File: src/kms_pkg.sv
package kms_pkg;

    // --------------------------------------------------------
    // Geometry
    // --------------------------------------------------------
    localparam int ROWS = 18;
    localparam int COLS = 8;

    // --------------------------------------------------------
    // Address map
    // --------------------------------------------------------
    localparam logic [31:0] BASE_ADDR  = 32'h4000_9c00;
    localparam logic [7:0]  OFS_ROWSEL = 8'h04;
    localparam logic [7:0]  OFS_LEVEL  = 8'h08;
    localparam logic [7:0]  OFS_STATUS = 8'h0c;
    localparam logic [7:0]  OFS_IRQEN  = 8'h10;
    localparam logic [7:0]  OFS_EXTCTL = 8'h14;

    // --------------------------------------------------------
    // Fields of row_output_select and extended control
    // --------------------------------------------------------
    localparam int SEL_LSB  = 0;
    localparam int ALL_BIT  = 5;
    localparam int DIS_BIT  = 6;
    localparam int POL_BIT  = 7;
    localparam int PRED_BIT = 0;

    // --------------------------------------------------------
    // Reset values
    // --------------------------------------------------------
    localparam logic [4:0] RST_SEL  = 5'h00;
    localparam logic       RST_ALL  = 1'h0;
    localparam logic       RST_DIS  = 1'h1;
    localparam logic       RST_POL  = 1'h0;
    localparam logic       RST_PRED = 1'h0;

    // --------------------------------------------------------
    // Timing
    // --------------------------------------------------------
    localparam int CLK_MHZ    = 200;
    localparam int PREDRV_NS  = 100;
    localparam int PREDRV_CYC = (PREDRV_NS * CLK_MHZ + 999) / 1000;

    typedef enum logic [1:0] {
        PD_IDLE  = 2'b01,
        PD_DRIVE = 2'b10
    } kms_pd_e;

endpackage

File: src/kms_scan.sv
module kms_scan
    import kms_pkg::*;
(
    input  wire logic              clk_sys,
    input  wire logic              rst,
    input  wire logic              reg_wr,
    input  wire logic              reg_rd,
    input  wire logic [31:0]       reg_addr,
    input  wire logic [31:0]       reg_wdata,
    output logic      [31:0]       reg_rdata,
    output logic                   reg_ack,
    input  wire logic [COLS-1:0]   column_sense_in,
    output logic      [ROWS-1:0]   row_drive_out,
    output logic      [ROWS-1:0]   row_drive_oe,
    input  wire logic              bus_clk_stopped,
    output logic                   scan_irq,
    output logic                   scan_wake_irq,
    output logic                   clock_request2_status,
    output logic                   sleep_block
);

    // --------------------------------------------------------
    // Register state
    // --------------------------------------------------------
    logic [4:0]        row_select_r;
    logic              row_drive_all_r;
    logic              scan_disable_r;
    logic              row_polarity_r;
    logic              predrive_enable_r;
    logic [COLS-1:0]   status_r;
    logic [COLS-1:0]   status_nxt;
    logic [COLS-1:0]   irq_en_r;

    // --------------------------------------------------------
    // Address decode
    // --------------------------------------------------------
    wire        in_block  = reg_addr[31:8] == BASE_ADDR[31:8];
    wire [7:0]  ofs       = reg_addr[7:0];
    wire        hit_sel   = in_block && ofs == OFS_ROWSEL;
    wire        hit_lvl   = in_block && ofs == OFS_LEVEL;
    wire        hit_sts   = in_block && ofs == OFS_STATUS;
    wire        hit_en    = in_block && ofs == OFS_IRQEN;
    wire        hit_ext   = in_block && ofs == OFS_EXTCTL;
    wire        wr_sel    = reg_wr && hit_sel;
    wire        wr_sts    = reg_wr && hit_sts;
    wire        wr_en     = reg_wr && hit_en;
    wire        wr_ext    = reg_wr && hit_ext;

    // --------------------------------------------------------
    // Column synchroniser and edge detect
    // --------------------------------------------------------
    logic [COLS-1:0] col_meta_r;
    logic [COLS-1:0] col_sync_r;
    logic [COLS-1:0] col_prev_r;

    always_ff @(posedge clk_sys or posedge rst) begin
        if (rst) begin
            col_meta_r <= '1;
            col_sync_r <= '1;
            col_prev_r <= '1;
        end else begin
            col_meta_r <= column_sense_in;
            col_sync_r <= col_meta_r;
            col_prev_r <= col_sync_r;
        end
    end

    // One pulse per falling edge, taken from settled stages only
    wire [COLS-1:0] col_fall  = col_prev_r & ~col_sync_r;
    wire            cols_high = &col_sync_r;

    // --------------------------------------------------------
    // Edge status, set wins over a same-cycle clear
    // --------------------------------------------------------
    wire [COLS-1:0] clr_mask = wr_sts ? reg_wdata[COLS-1:0] : '0;

    assign status_nxt = (status_r & ~clr_mask) | col_fall;

    always_ff @(posedge clk_sys or posedge rst) begin
        if (rst) begin
            status_r <= '0;
        end else begin
            status_r <= status_nxt;
        end
    end

    // --------------------------------------------------------
    // Control registers
    // --------------------------------------------------------
    always_ff @(posedge clk_sys or posedge rst) begin
        if (rst) begin
            row_select_r      <= RST_SEL;
            row_drive_all_r   <= RST_ALL;
            scan_disable_r    <= RST_DIS;
            row_polarity_r    <= RST_POL;
            predrive_enable_r <= RST_PRED;
            irq_en_r          <= '0;
        end else begin
            if (wr_sel) begin
                row_select_r    <= reg_wdata[SEL_LSB+:5];
                row_drive_all_r <= reg_wdata[ALL_BIT];
                scan_disable_r  <= reg_wdata[DIS_BIT];
                row_polarity_r  <= reg_wdata[POL_BIT];
            end
            if (wr_en) begin
                irq_en_r <= reg_wdata[COLS-1:0];
            end
            if (wr_ext) begin
                predrive_enable_r <= reg_wdata[PRED_BIT];
            end
        end
    end

    // --------------------------------------------------------
    // Row drive levels
    // --------------------------------------------------------
    logic [ROWS-1:0] row_onehot;
    logic [ROWS-1:0] row_level;

    always_comb begin
        row_onehot = '0;
        for (int i = 0; i < ROWS; i++) begin
            row_onehot[i] = !row_drive_all_r && row_select_r == 5'(i);
        end
    end

    // Out-of-range selects leave every row at the idle level
    assign row_level = row_polarity_r ? row_onehot : ~row_onehot;

    // --------------------------------------------------------
    // Predrive: rows going high are pushed high for a while
    // --------------------------------------------------------
    localparam int PW = $clog2(PREDRV_CYC + 1);

    kms_pd_e         pd_state_r;
    kms_pd_e         pd_state_nxt;
    logic [PW-1:0]   pd_cnt_r;
    logic [PW-1:0]   pd_cnt_nxt;
    logic [ROWS-1:0] pd_mask_r;
    logic [ROWS-1:0] pd_mask_nxt;
    logic [ROWS-1:0] level_prev_r;

    wire [ROWS-1:0] row_rise  = row_level & ~level_prev_r;
    wire            pd_launch = predrive_enable_r && !scan_disable_r
                                && |row_rise;

    always_comb begin
        pd_state_nxt = pd_state_r;
        pd_cnt_nxt   = pd_cnt_r;
        pd_mask_nxt  = pd_mask_r;
        case (pd_state_r)
            PD_IDLE: begin
                pd_mask_nxt = '0;
                if (pd_launch) begin
                    pd_state_nxt = PD_DRIVE;
                    pd_cnt_nxt   = PW'(PREDRV_CYC - 1);
                    pd_mask_nxt  = row_rise;
                end
            end
            PD_DRIVE: begin
                // A fresh rise restarts the window so it is not cut short
                if (pd_launch) begin
                    pd_cnt_nxt  = PW'(PREDRV_CYC - 1);
                    pd_mask_nxt = (pd_mask_r & row_level) | row_rise;
                end else if (pd_cnt_r == '0 || scan_disable_r) begin
                    pd_state_nxt = PD_IDLE;
                    pd_mask_nxt  = '0;
                end else begin
                    pd_cnt_nxt  = pd_cnt_r - 1'b1;
                    pd_mask_nxt = pd_mask_r & row_level;
                end
            end
            default: begin
                pd_state_nxt = PD_IDLE;
                pd_cnt_nxt   = '0;
                pd_mask_nxt  = '0;
            end
        endcase
    end

    always_ff @(posedge clk_sys or posedge rst) begin
        if (rst) begin
            pd_state_r   <= PD_IDLE;
            pd_cnt_r     <= '0;
            pd_mask_r    <= '0;
            level_prev_r <= '1;
        end else begin
            pd_state_r   <= pd_state_nxt;
            pd_cnt_r     <= pd_cnt_nxt;
            pd_mask_r    <= pd_mask_nxt;
            level_prev_r <= row_level;
        end
    end

    // --------------------------------------------------------
    // Pad drive: low is driven, high floats unless predriven
    // --------------------------------------------------------
    logic [ROWS-1:0] row_out_r;
    logic [ROWS-1:0] row_oe_r;

    wire [ROWS-1:0] oe_nxt = scan_disable_r ? '0
                           : (~row_level | pd_mask_nxt);

    always_ff @(posedge clk_sys or posedge rst) begin
        if (rst) begin
            row_out_r <= '1;
            row_oe_r  <= '0;
        end else begin
            row_out_r <= row_level;
            row_oe_r  <= oe_nxt;
        end
    end

    assign row_drive_out = row_out_r;
    assign row_drive_oe  = row_oe_r;

    // --------------------------------------------------------
    // Runtime interrupt with re-arm
    // --------------------------------------------------------
    logic            scan_irq_r;
    logic            irq_block_r;
    logic [COLS-1:0] qual_prev_r;

    wire [COLS-1:0] qual     = status_nxt & irq_en_r;
    wire            pending  = |qual;
    // Re-arm once all keys are up or the qualifying set moves
    wire            rearm    = cols_high || qual != qual_prev_r;
    wire            irq_nxt  = pending && !bus_clk_stopped
                               && !(irq_block_r && !rearm);
    wire            block_nxt = (scan_irq_r && !irq_nxt) ? 1'b1
                              : (rearm ? 1'b0 : irq_block_r);

    always_ff @(posedge clk_sys or posedge rst) begin
        if (rst) begin
            scan_irq_r  <= 1'b0;
            irq_block_r <= 1'b0;
            qual_prev_r <= '0;
        end else begin
            scan_irq_r  <= irq_nxt;
            irq_block_r <= block_nxt;
            qual_prev_r <= qual;
        end
    end

    assign scan_irq = scan_irq_r;

    // --------------------------------------------------------
    // Wake request while the bus clock is stopped
    // --------------------------------------------------------
    logic wake_r;

    wire wake_set = bus_clk_stopped && |(col_fall & irq_en_r);

    always_ff @(posedge clk_sys or posedge rst) begin
        if (rst) begin
            wake_r <= 1'b0;
        end else begin
            wake_r <= wake_set || (wake_r && bus_clk_stopped);
        end
    end

    assign scan_wake_irq         = wake_r;
    assign clock_request2_status = wake_r;

    // --------------------------------------------------------
    // Sleep hold: scanning means enabled with one row selected
    // --------------------------------------------------------
    logic sleep_block_r;

    wire scanning = !scan_disable_r && |row_onehot;

    always_ff @(posedge clk_sys or posedge rst) begin
        if (rst) begin
            sleep_block_r <= 1'b0;
        end else begin
            sleep_block_r <= scanning || pd_state_r == PD_DRIVE;
        end
    end

    assign sleep_block = sleep_block_r;

    // --------------------------------------------------------
    // Read path, one cycle behind the strobe
    // --------------------------------------------------------
    logic [31:0] rdata_r;
    logic        ack_r;
    logic [31:0] rd_mux;

    always_comb begin
        rd_mux = '0;
        if (hit_sel) begin
            rd_mux[SEL_LSB+:5]  = row_select_r;
            rd_mux[ALL_BIT]     = row_drive_all_r;
            rd_mux[DIS_BIT]     = scan_disable_r;
            rd_mux[POL_BIT]     = row_polarity_r;
        end else if (hit_lvl) begin
            rd_mux[COLS-1:0]    = col_sync_r;
        end else if (hit_sts) begin
            rd_mux[COLS-1:0]    = status_r;
        end else if (hit_en) begin
            rd_mux[COLS-1:0]    = irq_en_r;
        end else if (hit_ext) begin
            rd_mux[PRED_BIT]    = predrive_enable_r;
        end
    end

    always_ff @(posedge clk_sys or posedge rst) begin
        if (rst) begin
            rdata_r <= '0;
            ack_r   <= 1'b0;
        end else begin
            rdata_r <= reg_rd ? rd_mux : '0;
            ack_r   <= reg_rd || reg_wr;
        end
    end

    assign reg_rdata = rdata_r;
    assign reg_ack   = ack_r;

endmodule

File: config.mk
export PLATFORM = sky130hd
export DESIGN_NAME = kms_scan
export DESIGN_NICKNAME = d
export VERILOG_FILES = /design/src/kms_pkg.sv /design/src/kms_scan.sv
export SDC_FILE = /design/constraint.sdc
export NUM_CORES = 1
export LEC_CHECK = 0
export BUFFER_PORTS_ARGS = -buffer_cell sky130_fd_sc_hd__buf_2
export CORE_ASPECT_RATIO = 1.5
export CORE_MARGIN = 1
export CORE_UTILIZATION = 55
export CTS_BUF_LIST = sky130_fd_sc_hd__clkbuf_8 sky130_fd_sc_hd__clkbuf_16
export CTS_CLUSTER_DIAMETER = 60
export DETAILED_ROUTE_END_ITERATION = 16
export GPL_TIMING_DRIVEN = 0
export PLACE_DENSITY = 0.81
export SLEW_MARGIN = 20
export SYNTH_ARGS = -nofsm -noshare
export SYNTH_HDL_FRONTEND = slang
export SYNTH_SLANG_ARGS = --single-unit
File: constraint.sdc
create_clock -name clk_sys -period 8.73 [get_ports clk_sys]
set_input_delay 2.1825 -clock clk_sys [delete_from_list [all_inputs] [get_ports clk_sys]]
set_output_delay 2.1825 -clock clk_sys [all_outputs]
set_load 0.01 [all_outputs]
==> flow_summary.toml <==
[status]
outcome = "complete, no violations"

[pwr]
power_mw = 1.38
p_leak_nw = 3.81
irDropWorstVdd_uv = 129
powerDensity_mw_per_mm2 = 163

[final_layout]
nFillCells = 1045
drive_above_1_share_pct = 31.8
n_antenna_cell = 0
final_cell_area_mm2 = 0.00848
multi_input_area_mm2 = 0.00333
area.sequential_mm2 = 0.00333
syn_to_final_growth_pct = 19.8
fin_nets = 936

[clock_tree]
postCtsSetupBuffers = 0
clk_pin_slew_ps = 60
ctsHtreeMaxLevel = 4
tritoncts = "built"
cts_root_buffer = "clkbuf_16"
clkSinkCount = 131
clk_latency_ps = 430
cts_made_buffers = 17
clockBufferDepth = 2
cts_resized = 0
cts_hold_buf = 0

[setup_path]
crit_type = "primary input to flop"
critPathLaunchType = "primary input"
cp-end-kind = "flop"
crit_fanout = 7
r2r_slack_ps = 5490
arrival_ps = 4940
critical_path_required_ps = 9020

[synth]
synth_top_area_share_pct = 30.8
syn_area_mm2 = 0.00707
synth_top_area_cell = "dfrtp_1"
synth_flop_cell = "dfrtp_1"
synth-simple-area-share_pct = 21.1
yosys_warnings = 0
ys_ff_latch = 131
synthArstFlopShare_pct = 100
synth_top_family_by_area = "simple AND/OR/NAND/NOR gates"
ys_types = 77
synth_compound_area_share_pct = 17.7
synth-edff-count = 0
ys_seq_area_share_pct = 47.1
synth_area_leaders = "dfrtp_1 (31%), dfstp_2 (16%), mux2_2 (3.8%), a21oi_1 (3.6%), buf_4 (3.4%)"
synthMuxAreaShare_pct = 4.25
synth_fa_ha_area_share_pct = 0.531
syn-mean-instance-area_um2 = 9.93
syn_inst = 712
synth-xor-area-share_pct = 2.23

[sta]
setup_viol = 0
finalClockSkew_ps = 7.61
rsz0062_at_grt = "no"
maxSlewViolCount = 0
relSlewSlack_pct = 30.3
hold_violations = 0
min_period_ps = 4650
fmax_mhz = 215
fin_setup_tns_ps = 0
fin_crit_sh_pct = 53.3
worst_pin_slew_ps = 1040
setup_ws_ps = 4080

[drt]
vias_per_cell = 6.22
ant_nets = 0
num_vias = 6375
wl_um = 20900
drc = 0
drt-pass1-iter-count = 6
drt_iter0_markers = 525
routedWlPerCell_um = 20.4

[global_route]
grt_max_degree = 71
grt_pass1_wl_um = 33000
grt_pass1_vias = 6471
grt_overflow_total = 0
grt_antenna_before_repair = 0
grt_use_total_pct = 32.9

[floorplanning]
core_mm2 = 0.0125
start_util_pct = 56.5
io-pin-count = 150
die-height_um = 141
dieArea_mm2 = 0.0133
rows = 50
die_width_um = 94.6

[placed_design]
dp_hpwl_um = 15000
gp_congestion = 0.987
place_area_mm2 = 0.00789
place_ws_ps = 3730
portBuffers = 101

[flow_run]
maxCapViolCount = 0

[worst_hold_path]
hp-class = "flop to flop"
[logic make-up (layout without fill, tap and decap cells)]
kind of cell    count (synthesis)  count (layout)
other cells                     1              24
mux                            27              27
buf+inv                        92             226
flops                         131             131
compound gates                182             182
simple gates                  258             258
xor+xnor                       18              18
fa+ha+maj                       3               3
[report_power, final]
part | leakage, nW | internal (mW) | switching (mW)
clock network | 0.285 | 0.421 | 0.279
registers | 1.62 | 0.619 | 0.00432
logic | 1.91 | 0.0243 | 0.0357
[sequential cells by signal, indices dropped and copies added, names as in the netlist]
register               cells
clock_request2_status      1
irq_block_r                1
pd_mask_r                 18
irq_en_r                   8
row_drive_oe              18
predrive_enable_r          1
scan_disable_r             1
col_meta_r                 8
row_select_r               5
reg_ack                    1
pd_cnt_r                   5
status_r                   8
sleep_block                1
reg_rdata                  8
scan_irq                   1
row_polarity_r             1
col_prev_r                 8
qual_prev_r                8
row_drive_out             18
row_drive_all_r            1
pd_state_r                 2
col_sync_r                 8
[per-layer routing]
layer	part of all wire (%)	up-vias	GRT usage, %
li1	-	2840	-
met1	34	3099	34.6
met2	54	355	59.5
met3	6.4	81	6.09
met4	5.2	0	19.8
met5	0	-	0
[critical path, cell delays in order]
cell	delay, ps
buf_2	110
nor4_1	350
nand4b_1	260
nor4_4	670
nand3_1	340
and3b_1	280
or4_1	460
o21ai_2	190
nor2_1	70
[cell usage after synthesis (4+ instances only)]
| cell type | number |
|---|---|
| a211oi_1 | 10 |
| a21o_1 | 5 |
| a21oi_1 | 51 |
| a221oi_1 | 4 |
| a222oi_1 | 8 |
| a22oi_1 | 11 |
| a31oi_1 | 5 |
| and3_1 | 5 |
| and3b_1 | 4 |
| buf_1 | 6 |
| buf_2 | 6 |
| buf_4 | 32 |
| clkbuf_1 | 13 |
| dfrtp_1 | 87 |
| dfstp_2 | 44 |
| inv_1 | 31 |
| mux2_2 | 24 |
| nand2_1 | 58 |
| nand2b_1 | 14 |
| nand3_1 | 27 |
| nand4_1 | 8 |
| nand4b_1 | 4 |
| nor2_1 | 33 |
| nor2b_1 | 24 |
| nor3_1 | 28 |
| nor3b_1 | 4 |
| nor3b_2 | 10 |
| nor4_1 | 12 |
| nor4b_1 | 4 |
| o21a_1 | 4 |
| o21ai_0 | 22 |
| o21ai_1 | 11 |
| o221ai_1 | 9 |
| o22ai_1 | 8 |
| o32ai_1 | 4 |
| or2_2 | 6 |
| xor2_1 | 17 |
[placed cells by master, fill, tap and decap left out, types with 6 or more instances in the layout]
cell type | synthesis | layout
mux2_2 | 24 | 24
a222oi_1 | 8 | 8
buf_2 | 6 | 107
dfstp_2 | 44 | 44
dfrtp_1 | 87 | 87
clkbuf_16 | 0 | 17
nor3_1 | 28 | 28
conb_1 | 1 | 24
o21ai_0 | 22 | 22
clkbuf_1 | 13 | 13
nand4_1 | 8 | 8
xor2_1 | 17 | 17
nor3b_2 | 10 | 10
inv_1 | 31 | 31
nor4_1 | 12 | 12
o22ai_1 | 8 | 8
o221ai_1 | 9 | 9
nand3_1 | 27 | 27
nor2_1 | 33 | 33
a21oi_1 | 51 | 51
nand2_1 | 58 | 58
buf_1 | 6 | 6
or2_2 | 6 | 6
a211oi_1 | 10 | 10
clkinv_4 | 0 | 6
nor2b_1 | 24 | 24
a22oi_1 | 11 | 11
o21ai_1 | 11 | 11
buf_4 | 32 | 32
nand2b_1 | 14 | 14
[through the flow]
stage / util [%] / hold slack (ps) / std cells
2_1_floorplan: - / 345 / 735
3_3_place_gp: 62.8 / 346 / 992
3_5_place_dp: 63.1 / 347 / 993
4_1_cts: 67.8 / 356 / 1025
5_1_grt: 67.8 / 357 / 1025
6_report: 67.8 / 355 / 1025
[worst paths after layout]
| kind | cells past startpoint | end | startpoint |
|---|---|---|---|
| worst max-delay path | 9 | scan_irq$_DFF_PP0_ | reg_addr[18] |
| worst min-delay path | 0 | col_sync_r[5]$_DFF_PP1_ | col_meta_r[5]$_DFF_PP1_ |
| worst max register to register | 10 | row_drive_oe[6]$_DFF_PP0_ | row_select_r[1]$_DFFE_PP0P_ |
| worst min register to register | 0 | col_sync_r[5]$_DFF_PP1_ | col_meta_r[5]$_DFF_PP1_ |
| max in group asynchronous | 3 | col_prev_r[7]$_DFF_PP1_ | rst |
| min in group asynchronous | 2 | row_drive_oe[12]$_DFF_PP0_ | rst |
[area by class of cell]
cell class	instances	area share [%]
Timing Repair Buffer	102	6.29
Clock inverter	15	1.87
Clock buffer	17	5.02
Inverter	32	1.48
Sequential cell	131	39.3
Multi-Input combinational cell	512	39.3
Tap cell	156	2.30
Buffer	60	4.43
No activity file was read; power rests on OpenSTA's default activity.
